`config.mk`:
```
export PLATFORM = sky130hd
export DESIGN_NAME = dcerr_top
export DESIGN_NICKNAME = d
export VERILOG_FILES = /design/src/pkg/dcerr_pkg.sv /design/src/rtl/dcerr_top.sv
export SDC_FILE = /design/constraint.sdc
export NUM_CORES = 1
export LEC_CHECK = 0
export BUFFER_PORTS_ARGS = -buffer_cell sky130_fd_sc_hd__buf_2
export CORE_ASPECT_RATIO = 2
export CORE_MARGIN = 2
export CORE_UTILIZATION = 37
export DETAILED_ROUTE_END_ITERATION = 8
export PLACE_DENSITY = 0.91
export SLEW_MARGIN = 10
export SYNTH_ARGS = -nofsm -noshare
export SYNTH_HDL_FRONTEND = slang
export SYNTH_SLANG_ARGS = --single-unit
```
`constraint.sdc`:
```
create_clock -name CORE_CLK -period 1.51 [get_ports CORE_CLK]
set_input_delay 0.302 -clock CORE_CLK [delete_from_list [all_inputs] [get_ports CORE_CLK]]
set_output_delay 0.302 -clock CORE_CLK [all_outputs]
set_load 0.05 [all_outputs]
```
`src/pkg/dcerr_pkg.sv`:
```
// Package for the data cache error control and status block
package dcerr_pkg;
  localparam int ADDR_W = 4;
  localparam int DATA_W = 64;
  // Register word addresses
  localparam logic [3:0] ADDR_CONTROL = 4'h0;
  localparam logic [3:0] ADDR_STATUS = 4'h1;
  localparam logic [3:0] ADDR_INT_MASK = 4'h2;
  // Control field positions
  localparam int CTL_DATA_CHK = 7;
  localparam int CTL_TAG_CHK = 6;
  localparam int CTL_STALE_CODE = 5;
  localparam int CTL_WRONG_TAG = 4;
  localparam int CTL_FORCE_HIT = 2;
  localparam int CTL_SET_HI = 1;
  localparam int CTL_SET_LO = 0;
  localparam logic [1:0] SET_EN_RESET = 2'h3;
  localparam logic [1:0] SET_EN_NONE = 2'h0;
  // Status field positions
  localparam int ST_SECOND = 4;
  localparam int ST_LOAD = 3;
  localparam int ST_STORE = 2;
  localparam int ST_TAG_P1 = 1;
  localparam int ST_TAG_P0 = 0;
  localparam int ST_W = 5;
  localparam logic [4:0] ST_RESET = 5'h00;
  // Window for a second store error, in cycles
  localparam int SECOND_WINDOW = 6;
  localparam logic [2:0] WIN_MAX = 3'h6;
  localparam logic [2:0] WIN_ZERO = 3'h0;

  // Control fields as carried to the cache
  typedef struct packed {
    logic data_check_enable;
    logic tag_check_enable;
    logic force_stale_data_code;
    logic force_wrong_tag_check;
    logic force_hit;
    logic [1:0] set_enable;
  } dcerr_ctl_s;

  // Error events reported by the cache pipes, one cycle each
  typedef struct packed {
    logic load_single_bit;
    logic store_ecc;
    logic tag_parity_p1;
    logic tag_parity_p0;
  } dcerr_evt_s;
endpackage

```
`src/rtl/dcerr_top.sv`:
```
// Data cache error control and status register block
//
// Added by the designer: the strobed register port and the register addresses.
`timescale 1ns/1ps
`default_nettype none
module dcerr_top (
  input wire logic CORE_CLK,
  input wire logic RST_B,
  input wire logic [3:0] ADDR,
  input wire logic [63:0] WDATA,
  input wire logic WR_STB,
  input wire logic RD_STB,
  output logic [63:0] RDATA,
  input wire logic LOAD_ERR_EVT,
  input wire logic STORE_ERR_EVT,
  input wire logic TAG_ERR_P1_EVT,
  input wire logic TAG_ERR_P0_EVT,
  input wire logic TAG_MATCH,
  input wire logic TAG_DIRTY,
  input wire logic FILL_TAG_PARITY,
  input wire logic FILL_TAG_WR,
  input wire logic DATA_CODE_WR,
  output logic DATA_CHECK_EN,
  output logic TAG_CHECK_EN,
  output logic [1:0] SET_ENABLE,
  output logic CACHE_HIT,
  output logic HIT_DIRTY,
  output logic TAG_PARITY_OUT,
  output logic DATA_CODE_WR_EN,
  output logic MACHINE_CHECK,
  output logic IRQ
);

  dcerr_pkg::dcerr_ctl_s ctl_r;
  dcerr_pkg::dcerr_evt_s evt;
  logic [4:0] status_r;
  logic [4:0] mask_r;
  logic [4:0] set_vec;
  logic [4:0] clr_vec;
  logic [2:0] win_r;
  logic second_hit;
  logic wr_ctl;
  logic wr_st;
  logic wr_mask;

  assign evt = '{load_single_bit: LOAD_ERR_EVT, store_ecc: STORE_ERR_EVT,
                 tag_parity_p1: TAG_ERR_P1_EVT, tag_parity_p0: TAG_ERR_P0_EVT};
  assign wr_ctl = WR_STB && (ADDR == dcerr_pkg::ADDR_CONTROL);
  assign wr_st = WR_STB && (ADDR == dcerr_pkg::ADDR_STATUS);
  assign wr_mask = WR_STB && (ADDR == dcerr_pkg::ADDR_INT_MASK);

  // Control register; an all-zero set field is ignored so one set stays live
  always_ff @(posedge CORE_CLK or negedge RST_B) begin
    if (!RST_B) begin
      ctl_r <= '{data_check_enable: 1'b0, tag_check_enable: 1'b0,
                 force_stale_data_code: 1'b0, force_wrong_tag_check: 1'b0,
                 force_hit: 1'b0, set_enable: dcerr_pkg::SET_EN_RESET};
    end else if (wr_ctl) begin
      ctl_r.data_check_enable <= WDATA[dcerr_pkg::CTL_DATA_CHK];
      ctl_r.tag_check_enable <= WDATA[dcerr_pkg::CTL_TAG_CHK];
      ctl_r.force_stale_data_code <= WDATA[dcerr_pkg::CTL_STALE_CODE];
      ctl_r.force_wrong_tag_check <= WDATA[dcerr_pkg::CTL_WRONG_TAG];
      ctl_r.force_hit <= WDATA[dcerr_pkg::CTL_FORCE_HIT];
      if (WDATA[dcerr_pkg::CTL_SET_HI:dcerr_pkg::CTL_SET_LO] != dcerr_pkg::SET_EN_NONE) begin
        ctl_r.set_enable <= WDATA[dcerr_pkg::CTL_SET_HI:dcerr_pkg::CTL_SET_LO];
      end
    end
  end

  // Control outputs to the cache datapath
  assign DATA_CHECK_EN = ctl_r.data_check_enable;
  assign TAG_CHECK_EN = ctl_r.tag_check_enable;
  assign SET_ENABLE = ctl_r.set_enable;
  assign CACHE_HIT = TAG_MATCH || ctl_r.force_hit;
  assign HIT_DIRTY = TAG_DIRTY; // dirty comes from tags only
  assign TAG_PARITY_OUT = FILL_TAG_PARITY ^ (ctl_r.force_wrong_tag_check && FILL_TAG_WR);
  assign DATA_CODE_WR_EN = DATA_CODE_WR && !ctl_r.force_stale_data_code;

  // Store error window counter; loads with 6 after each enabled store error
  always_ff @(posedge CORE_CLK or negedge RST_B) begin
    if (!RST_B) begin
      win_r <= dcerr_pkg::WIN_ZERO;
    end else if (evt.store_ecc && ctl_r.data_check_enable) begin
      win_r <= dcerr_pkg::WIN_MAX;
    end else if (win_r != dcerr_pkg::WIN_ZERO) begin
      win_r <= win_r - 3'h1;
    end
  end
  assign second_hit = evt.store_ecc && ctl_r.data_check_enable && (win_r != dcerr_pkg::WIN_ZERO);

  // Event set vector, gated by the check enables
  always_comb begin
    set_vec = dcerr_pkg::ST_RESET;
    set_vec[dcerr_pkg::ST_SECOND] = second_hit;
    set_vec[dcerr_pkg::ST_LOAD] = evt.load_single_bit && ctl_r.data_check_enable;
    set_vec[dcerr_pkg::ST_STORE] = evt.store_ecc && ctl_r.data_check_enable;
    set_vec[dcerr_pkg::ST_TAG_P1] = evt.tag_parity_p1 && ctl_r.tag_check_enable;
    set_vec[dcerr_pkg::ST_TAG_P0] = evt.tag_parity_p0 && ctl_r.tag_check_enable;
  end
  assign clr_vec = wr_st ? WDATA[dcerr_pkg::ST_W-1:0] : dcerr_pkg::ST_RESET;

  // Sticky flags; a set in the clearing cycle wins over the clear
  genvar gi;
  generate
    for (gi = 0; gi < dcerr_pkg::ST_W; gi++) begin : g_flag
      always_ff @(posedge CORE_CLK or negedge RST_B) begin
        if (!RST_B) begin
          status_r[gi] <= 1'b0;
        end else if (set_vec[gi]) begin
          status_r[gi] <= 1'b1;
        end else if (clr_vec[gi]) begin
          status_r[gi] <= 1'b0;
        end
      end
    end
  endgenerate

  // Interrupt mask register
  always_ff @(posedge CORE_CLK or negedge RST_B) begin
    if (!RST_B) begin
      mask_r <= dcerr_pkg::ST_RESET;
    end else if (wr_mask) begin
      mask_r <= WDATA[dcerr_pkg::ST_W-1:0];
    end
  end

  assign IRQ = |(status_r & mask_r);
  // Tag parity errors cannot be corrected, so they raise a machine check
  assign MACHINE_CHECK = status_r[dcerr_pkg::ST_TAG_P1] || status_r[dcerr_pkg::ST_TAG_P0];

  // Read data; control is write-only and reads as zero
  always_ff @(posedge CORE_CLK or negedge RST_B) begin
    if (!RST_B) begin
      RDATA <= 64'h0;
    end else if (RD_STB) begin
      case (ADDR)
        dcerr_pkg::ADDR_STATUS: RDATA <= {59'h0, status_r};
        dcerr_pkg::ADDR_INT_MASK: RDATA <= {59'h0, mask_r};
        default: RDATA <= 64'h0;
      endcase
    end else begin
      RDATA <= 64'h0;
    end
  end

  // Enabled store error as a plain boolean, so sequences can negate it
  logic store_taken;
  assign store_taken = evt.store_ecc && ctl_r.data_check_enable;
endmodule
`default_nettype wire

```
# Yosys cells after proc, flatten, opt, wreduce, memory -nomap -nowiden
# Index checks and enable logic that the tools add are counted.
# totals
reg_bits	84
inputBits	81
output_inout_bits	74
wordCells	58
# classes
addsub	1
eq_ne	2
mux	15
bitwise	2
n_reduce_logical	24
# op_table
cell	n
2-bit nonzero test	7
1-bit logical AND	10
1-bit two-way mux	10
5-bit two-way mux	2
5-bit one-hot mux with 2 select lines	1
3-bit two-way mux	2
5-bit bitwise AND	1
5-bit OR reduction	1
4-bit by 1-bit == test with 1-bit output, second input constant	1
4-bit by 2-bit == test with 1-bit output, second input constant	1
4-bit zero test	1
3-bit nonzero test	1
3-bit by 1-bit subtractor with 3-bit output, second input constant	1
1-bit logical OR	2
2-bit AND reduction	1
1-bit zero test	1
1-bit XOR	1

# Depth between registers and ports, before layout
# Gate-level depths: netlist of run 1.
# depth
ltp_word	5
depth_mapped	5
ltp_nobuf	5

# Least setup slack after synthesis of run 1
# No wires, ideal clock.
# synth_timing
path_kind	reg-to-output
from	register ctl_r[3] (netlist name)
to	output port TAG_PARITY_OUT
arrival_time_ns	1.203
required_ns	1.208
setup_slack_ns	0.005
path_stages_with_launch	3
path_buffers	0
path_cell_list	dfrtp_1 > nand2_1 > xnor2_1
# synth_between
elab_chain_len	2
# synth_lines
element	line	rtl
from (decl)	dcerr_top.sv:34	dcerr_pkg::dcerr_ctl_s ctl_r;
from (signal assigned)	dcerr_top.sv:55	ctl_r <= '{data_check_enable: 1'b0, tag_check_enable: 1'b0,
1-bit logical AND	dcerr_top.sv:76	assign TAG_PARITY_OUT = FILL_TAG_PARITY ^ (ctl_r.force_wrong_tag_check && FILL_TAG_WR);
1-bit XOR	dcerr_top.sv:76	
to (decl)	dcerr_top.sv:28	output logic TAG_PARITY_OUT,
# Every way passes these cells.

# Final worst setup path of run 1
# layout_timing
from	register mask_r[3]
to	output port IRQ
# layout_between
elab_chain_len	2
# layout_lines
element	line	rtl
from (decl)	dcerr_top.sv:37	logic [4:0] mask_r;
from (signal assigned)	dcerr_top.sv:121	mask_r <= dcerr_pkg::ST_RESET;
from (signal assigned)	dcerr_top.sv:123	mask_r <= WDATA[dcerr_pkg::ST_W-1:0];
5-bit bitwise AND	dcerr_top.sv:127	assign IRQ = |(status_r & mask_r);
5-bit OR reduction	dcerr_top.sv:127	
to (decl)	dcerr_top.sv:31	output logic IRQ
# Every way passes these cells.

==> qor.txt, run 1 <==
CTS tree = built
DP Wirelength = 2.194 mm
synthesis-to-layout area growth = 8.476%
grt total ovfl = 0
Worst-Margin Slew = 0.5208 ns
initial DRC count = 18
vias in the first global route = 937
clk sink count = 25
IO Port Bufs = 37
die area = 4924 µm²
element type at the critical path end = output pin
nets = 282
unrepaired setup endpoints after global routing = yes
gpl congestion = 0.9076
reg2reg start = win_r[0]
Max Slew Vio Count = 0
Synth Warn # = 0
r2r endpoint = win_r[1]
largest net degree at the start of global routing = 26
hold_ws = -0.004771 ns
status = finished with violations
DRT Wirelength = 2.753 mm
Tmin final = 1.578 ns
Reg2Reg Depth = 5
final hold vios = 9
final setup margin = -0.06790 ns
net load switching power = 1.013 mW
total CTS buffers = 3
DR WL/cell = 10.92 µm
first-pass iteration count of the detailed router = 4
DRT antenna net count = 0
Comb pwr share = 44.2%
Starting Density = 37.82%
# diodes = 0
leading cell type in the layout, fill and taps excluded = conb_1
filler instances = 422
Worst Path Required = 1.21 ns
area occupied by multi-input gates = 710.7 µm²
Clock Tree Buf Depth = 2
row count = 34
Clock Power Share = 16.8%
failing checks = hold timing, setup timing
Clock Latency Late Sink = 0.27 ns
Reg area = 628.1 µm²
Leak = 0.9283 nW
HP Class = input pin to asynchronous set/reset pin
I/O pins = 155
final worst-path cycle share = 104.5%
slew margin rel. = 65.28%
reg-to-reg setup timing slack = 0.17 ns
Hold Buf Count CTS = 0
fmax = 633.8 MHz
die height = 97.26 µm
Vias/cell = 4.218
Global Route Usage Sum = 11.12%
worst-path maximum fanout = 2
Gate Count Post-Synth = 153
Die X = 50.63 µm
layout cells sized above 1 = 34.34%
Worst-path clk slew = 0.08 ns
CP Launch Type = flop
WP data arrival = 1.28 ns
Overall Power = 2.322 mW
final cell count without fillers = 252
clock root cell = clkbuf_8
Seq pwr share = 39.0%
Synth Register Bits = 25
commonest non-fill, non-tap cells in the layout = 59 x conb_1, 35 x buf_2, 23 x dfrtp_1
placed insts = 244
Sw Ratio = 43.64%
CORE AREA = 4254 µm²
sequential cell area fraction in the yosys report = 39.04%
Post-Syn Area = 1609 µm²
htree depth = 1
DRC = 0
MaxCap Viol Count = 0
first-pass GRT wire length = 4.174 mm
Mean Syn Cell Area = 10.52 µm²
Pint = 1.308 mW
initial antenna violation count = 0
clock skew = 0.005787 ns
power density cells = 1330 nW/µm²
Synth cell types = 28
Setup CP Type = flop to output pin
Via Count = 1063
Final setup viols = 1
Peak VDD IR = 0.5402 mV
[per-layer routing]
metal  routed length, µm  track usage, %
met5                   0               0
met2                1407           18.72
met4                  57           5.613
met3                 296           4.154
met1                 992           11.72
[layout make-up]
type	instances	area share (%)
clock buffer	3	2.366
clock inverter	1	0.2867
inverter	2	0.4301
multi-input combinational	120	40.72
sequential	25	35.99
tap	54	3.871
timing repair buffer	47	16.34
[stage by stage]
step	setup TNS, ns	utilization [%]	setup slack [ns]	area (µm²)
after global routing	-0.1312	41.03	-0.1312	1745
after global placement	0	38.94	0.009901	1657
final	-0.06790	41.03	-0.06790	1745
after detailed placement	0	38.94	0.01392	1657
after CTS	-0.07926	40.71	-0.07926	1732
after floorplan	0	-	0.004929	1827
[cell families (layout without fill, tap and decap cells)]
| group | after synthesis | after routing | share of synthesized area [%] |
|---|---|---|---|
| other cells | 1 | 59 | 0.2331 |
| compound gates | 16 | 16 | 7.854 |
| simple gates | 29 | 29 | 10.42 |
| flops | 25 | 25 | 39.04 |
| xor+xnor | 2 | 2 | 1.089 |
| mux | 12 | 12 | 9.486 |
| buf+inv | 66 | 53 | 30.33 |
| fa+ha+maj | 2 | 2 | 1.555 |
[Yosys cell counts]
cell,n,area (µm²)
nor4b_4,1,23.77
and2b_1,2,15.01
nor2_1,7,26.28
buf_4,62,465.5
nor3b_1,1,7.510
a22o_1,5,43.79
conb_1,1,3.750
dfrtp_1,23,575.6
nand2_1,6,22.52
a22oi_1,6,45.04
dfstp_2,2,52.55
nand2_2,1,6.260
nor2b_1,3,18.77
clkbuf_1,1,3.750
a21oi_1,2,10.01
mux2_4,5,75.07
mux2_2,6,67.56
inv_1,2,7.510
o2bb2ai_1,1,8.760
a222oi_1,1,10.01
or2_2,2,12.51
nand3_1,4,20.02
nand3b_1,2,15.01
mux2i_1,1,10.01
buf_6,1,11.26
ha_1,2,25.02
xnor2_1,2,17.52
a41oi_1,1,8.760
[sequential cells by signal, summed over array words and instances (netlist names)]
register,count
ctl_r,3
RDATA,5
DATA_CHECK_EN,1
SET_ENABLE,2
status_r,5
TAG_CHECK_EN,1
mask_r,5
win_r,3
[power by group through the flow]
stage	clock, mW	sequential [mW]	combinational, mW
2_1_floorplan	0	0.950	0.901
3_3_place_gp	0	0.906	0.953
3_5_place_dp	0	0.916	0.993
4_1_cts	0.389	0.900	1.02
5_1_grt	0.428	0.921	1.09
6_report	0.391	0.905	1.03
[worst max path at each step]
stage,start,to,depth (start not counted)
final,mask_r[3],IRQ,3
after global routing,mask_r[3],IRQ,3
after CTS,status_r[0],IRQ,3
after detailed placement,ADDR[0],ctl_r[3],5
after global placement,ADDR[0],ctl_r[3],5
after floorplan,ctl_r[3],TAG_PARITY_OUT,2
[repair_timing]
action	4_1_cts	5_1_grt
pin swaps	2	1
buffers inserted	3	1
setup endpoints to repair	1	2
gates resized for setup	2	3
[worst max-delay path, cell delays in order (launching register included)]
cell	delay (ns)
dfrtp_1	0.39
a222oi_1	0.33
nand2_1	0.12
buf_6	0.17
Note: power is estimated with default switching activity, not from simulation.
==> inputs of run 2 (changes only) <==
PLACE_DENSITY = 0.87   (was 0.91)
REMOVE_ABC_BUFFERS = 1   (was not set)
==> qor.txt, run 2 (same netlist as run 1, synthesis figures left out) <==
status = finished with violations
failing checks = setup timing
Leak = 0.9311 nW
Worst Path Required = 1.21 ns
Peak VDD IR = 0.5666 mV
IO Port Bufs = 37
Tmin final = 1.609 ns
WP data arrival = 1.31 ns
Final setup viols = 1
vias in the first global route = 945
clock root cell = clkbuf_8
final hold vios = 0
grt total ovfl = 0
row count = 34
slew margin rel. = 63.95%
gpl congestion = 0.8625
# diodes = 0
Max Slew Vio Count = 0
Global Route Usage Sum = 11.51%
element type at the critical path end = output pin
initial antenna violation count = 0
worst-path maximum fanout = 3
clk sink count = 25
CORE AREA = 4254 µm²
Vias/cell = 4.186
synthesis-to-layout area growth = 8.320%
DP Wirelength = 2.327 mm
Worst-Margin Slew = 0.5407 ns
die height = 97.26 µm
CTS tree = built
Post-Route Utilization = 40.97%
first-pass iteration count of the detailed router = 4
DR WL/cell = 11.55 µm
layout cells sized above 1 = 34.67%
commonest non-fill, non-tap cells in the layout = 59 x conb_1, 34 x buf_2, 23 x dfrtp_1
Overall Power = 2.311 mW
final setup margin = -0.09884 ns
largest net degree at the start of global routing = 26
top flop regs = RDATA x5, mask_r x5, status_r x5
nets = 283
Hold Buf Count CTS = 0
CP Launch Type = flop
Starting Density = 37.82%
DRC = 0
unrepaired setup endpoints after global routing = yes
Via Count = 1059
MaxCap Viol Count = 0
Die X = 50.63 µm
DRT antenna net count = 0
final worst-path cycle share = 106.5%
HP Class = input pin to asynchronous set/reset pin
Clock Latency Late Sink = 0.26 ns
htree depth = 1
DRT Wirelength = 2.921 mm
leading cell type in the layout, fill and taps excluded = conb_1
power density cells = 1326 nW/µm²
Setup CP Type = flop to output pin
die area = 4924 µm²
Clock Tree Buf Depth = 2
total CTS buffers = 3
Worst-path clk slew = 0.08 ns
initial DRC count = 14
first-pass GRT wire length = 4.402 mm
fmax = 621.6 MHz
I/O pins = 155
clock skew = 0.002385 ns
[run 2: cell count changes in the layout (fill, tap and decap cells not counted)]
cell      delta
clkbuf_4     +1
buf_2        -1
buf_4        +2
buf_12       -1
[run 2: worst max-delay path: stages (launching register included)]
cell,delay (ns)
dfrtp_1,0.42
a222oi_1,0.33
nand2_1,0.13
buf_6,0.17
[run 2: power by group]
| group | internal (mW) | switching [mW] |
|---|---|---|
| clock network | 0.184 | 0.195 |
| registers | 0.815 | 0.0924 |
| logic | 0.315 | 0.710 |
| total | 1.31 | 0.998 |
[run 2: layer usage]
| layer | track usage, % | up-vias | wire, µm | share of wire, % |
|---|---|---|---|---|
| met4 | 3.326 | 0 | 29 | 0.99 |
| li1 | - | 483 | - | - |
| met2 | 18.83 | 70 | 1435 | 49 |
| met1 | 15.05 | 502 | 1186 | 41 |
| met5 | 0 | - | 0 | 0 |
| met3 | 2.462 | 4 | 269 | 9.2 |
[run 2: through the flow]
stage | hold slack, ns | cells | cell area [µm²] | setup TNS (ns) | worst slack, ns
3_3_place_gp | 0.3017 | 244 | 1644 | 0 | 0.01272
4_1_cts | 0.02637 | 250 | 1714 | -0.08009 | -0.08009
3_5_place_dp | 0.3155 | 244 | 1644 | 0 | 0.002855
5_1_grt | 0.03937 | 253 | 1743 | -0.1451 | -0.1425
2_1_floorplan | 0.006409 | 147 | 1346 | 0 | 0.004929
6_report | 0.01367 | 253 | 1743 | -0.09884 | -0.09884
[run 2: path summary, 6_finish.rpt]
kind                       slack, ns            end          start  cells after the start
setup / recovery                -0.1            IRQ    status_r[3]                      3
hold / removal                  0.01      mask_r[2]          RST_B                      1
setup reg to reg                0.19       win_r[1]       win_r[0]                      5
hold reg to reg                 0.52       ctl_r[2]       ctl_r[2]                      1
max in group asynchronous       1.13  SET_ENABLE[0]          RST_B                      1
min in group CORE_CLK           0.23       win_r[0]  STORE_ERR_EVT                      2
[run 2: layout make-up]
type / instances / area [µm²]
Inverter: 2 / 7.507
Clock buffer: 3 / 41.29
Tap cell: 54 / 67.56
Fill cell: 439 / 2511
Multi-Input combinational cell: 120 / 710.7
Timing Repair Buffer: 48 / 282.8
Clock inverter: 1 / 5.005
Sequential cell: 25 / 628.1
[run 2: what timing repair did]
item,in CTS,in global routing
pin swaps,2,2
setup endpoints to repair,2,3
gates resized for setup,3,2
setup buffers,2,3
==> inputs of run 3 (changes only) <==
MAX_ROUTING_LAYER = met4   (was not set)
RECOVER_POWER = 100   (was not set)
==> qor.txt, run 3 (same netlist as run 1, synthesis figures left out) <==
largest net degree at the start of global routing = 26
reg2reg start = win_r[0]
metal2 WL = 1.456 mm
DRT antenna net count = 0
Worst-path clk slew = 0.08 ns
Critical Path Max Stage Delay = 0.41 ns
Clock Tree Buf Depth = 2
initial antenna violation count = 0
Global Route Usage Sum = 11.79%
met3 wire length = 260 µm
Clock Latency Late Sink = 0.26 ns
slowest CP cell = dfrtp_1
I/O pins = 155
DR top layer = met4
Hold Startpoint = STORE_ERR_EVT
leading cell type in the layout, fill and taps excluded = conb_1
power density cells = 1350 nW/µm²
clk sink count = 25
clock root cell = clkbuf_8
row count = 34
worst-path maximum fanout = 3
IO Port Bufs = 37
sum of negative setup slack = -0.08878 ns
Leak = 0.8804 nW
commonest non-fill, non-tap cells in the layout = 59 x conb_1, 23 x dfrtp_1, 22 x buf_2
Starting Density = 37.82%
vias in the first global route = 949
grt total ovfl = 0
Worst Path Required = 1.21 ns
first-pass GRT wire length = 4.388 mm
failing checks = setup timing
# diodes = 0
Max Slew Vio Count = 0
Via Count = 1059
status = finished with violations
CP startpoint = status_r[3]
Post-Place Setup Slack = 0.002855 ns
CP Launch Type = flop
die height = 97.26 µm
CORE AREA = 4254 µm²
initial DRC count = 23
htree depth = 1
final worst-path cycle share = 105.9%
Setup CP Type = flop to output pin
Peak VDD IR = 0.5557 mV
top flop regs = RDATA x5, mask_r x5, status_r x5
slew margin rel. = 13.52%
first-pass iteration count of the detailed router = 4
HP Class = input pin to flop
Overall Power = 2.300 mW
DR WL/cell = 11.70 µm
gpl congestion = 0.8764
die area = 4924 µm²
Vias/cell = 4.186
unrepaired setup endpoints after global routing = yes
Post-Route Utilization = 40.06%
Final setup viols = 1
Worst-Margin Slew = 1.297 ns
nets = 283
CTS tree = built
WL met1 = 1.213 mm
synthesis-to-layout area growth = 5.910%
total CTS buffers = 3
WP data arrival = 1.30 ns
layout cells sized above 1 = 28.64%
MaxCap Viol Count = 0
element type at the critical path end = output pin
Die X = 50.63 µm
final setup margin = -0.08878 ns
Tmin final = 1.599 ns
DP Wirelength = 2.327 mm
clock skew = 0.001638 ns
DRC = 0
DRT Wirelength = 2.960 mm
fmax = 625.5 MHz
CP Cell Sequence = a222oi_1 > nand2_1 > buf_6
final hold vios = 0
==> run 3: metrics by stage <==
step	cell area, µm²	hold WS (ns)	instances
2_1_floorplan	1346	0.006409	147
3_3_place_gp	1644	0.3017	244
3_5_place_dp	1644	0.3155	244
4_1_cts	1714	0.02637	250
5_1_grt	1704	0.2472	253
6_report	1704	0.2314	253
==> run 3: area by class of cell <==
cell class | count | area (µm²)
Tap cell | 54 | 67.56
Multi-Input combinational cell | 120 | 695.7
Fill cell | 446 | 2550
Timing Repair Buffer | 48 | 259.0
Sequential cell | 25 | 628.1
Inverter | 2 | 7.507
Clock inverter | 1 | 5.005
Clock buffer | 3 | 41.29
==> run 3: worst max-delay path, delay by kind of cell (launching register included) <==
family	cells	cell delay, ns
buffers and inverters	1	0.17
AOI/OAI and AO/OA	1	0.33
and+or+nand+nor	1	0.12
DFF	1	0.41
==> run 3: worst paths after layout <==
check,to,slack [ns],depth (start not counted)
min in group asynchronous,mask_r[2],0.30,1
min,win_r[0],0.23,2
max reg2reg,win_r[1],0.20,5
max,IRQ,-0.09,3
min reg2reg,ctl_r[2],0.52,1
max in group asynchronous,mask_r[0],0.45,1
==> run 3: per-layer routing <==
metal,vias to the layer above,GRT usage (%)
met1,507,14.96
met2,63,18.83
met3,4,2.462
met4,0,3.326
met5,-,-
li1,485,-
==> run 3: what timing repair did <==
item | in CTS | in global routing
buffers inserted | 2 | 3
pin swaps | 2 | 2
setup endpoints to repair | 2 | 3
hold buffers | 0 | 0
gates cloned | 0 | 0
resized for setup | 3 | 2
==> run 3: where the power goes <==
part,internal (mW),switching (mW)
Clock,0.184,0.199
Combinational,0.300,0.708
Sequential,0.815,0.0940
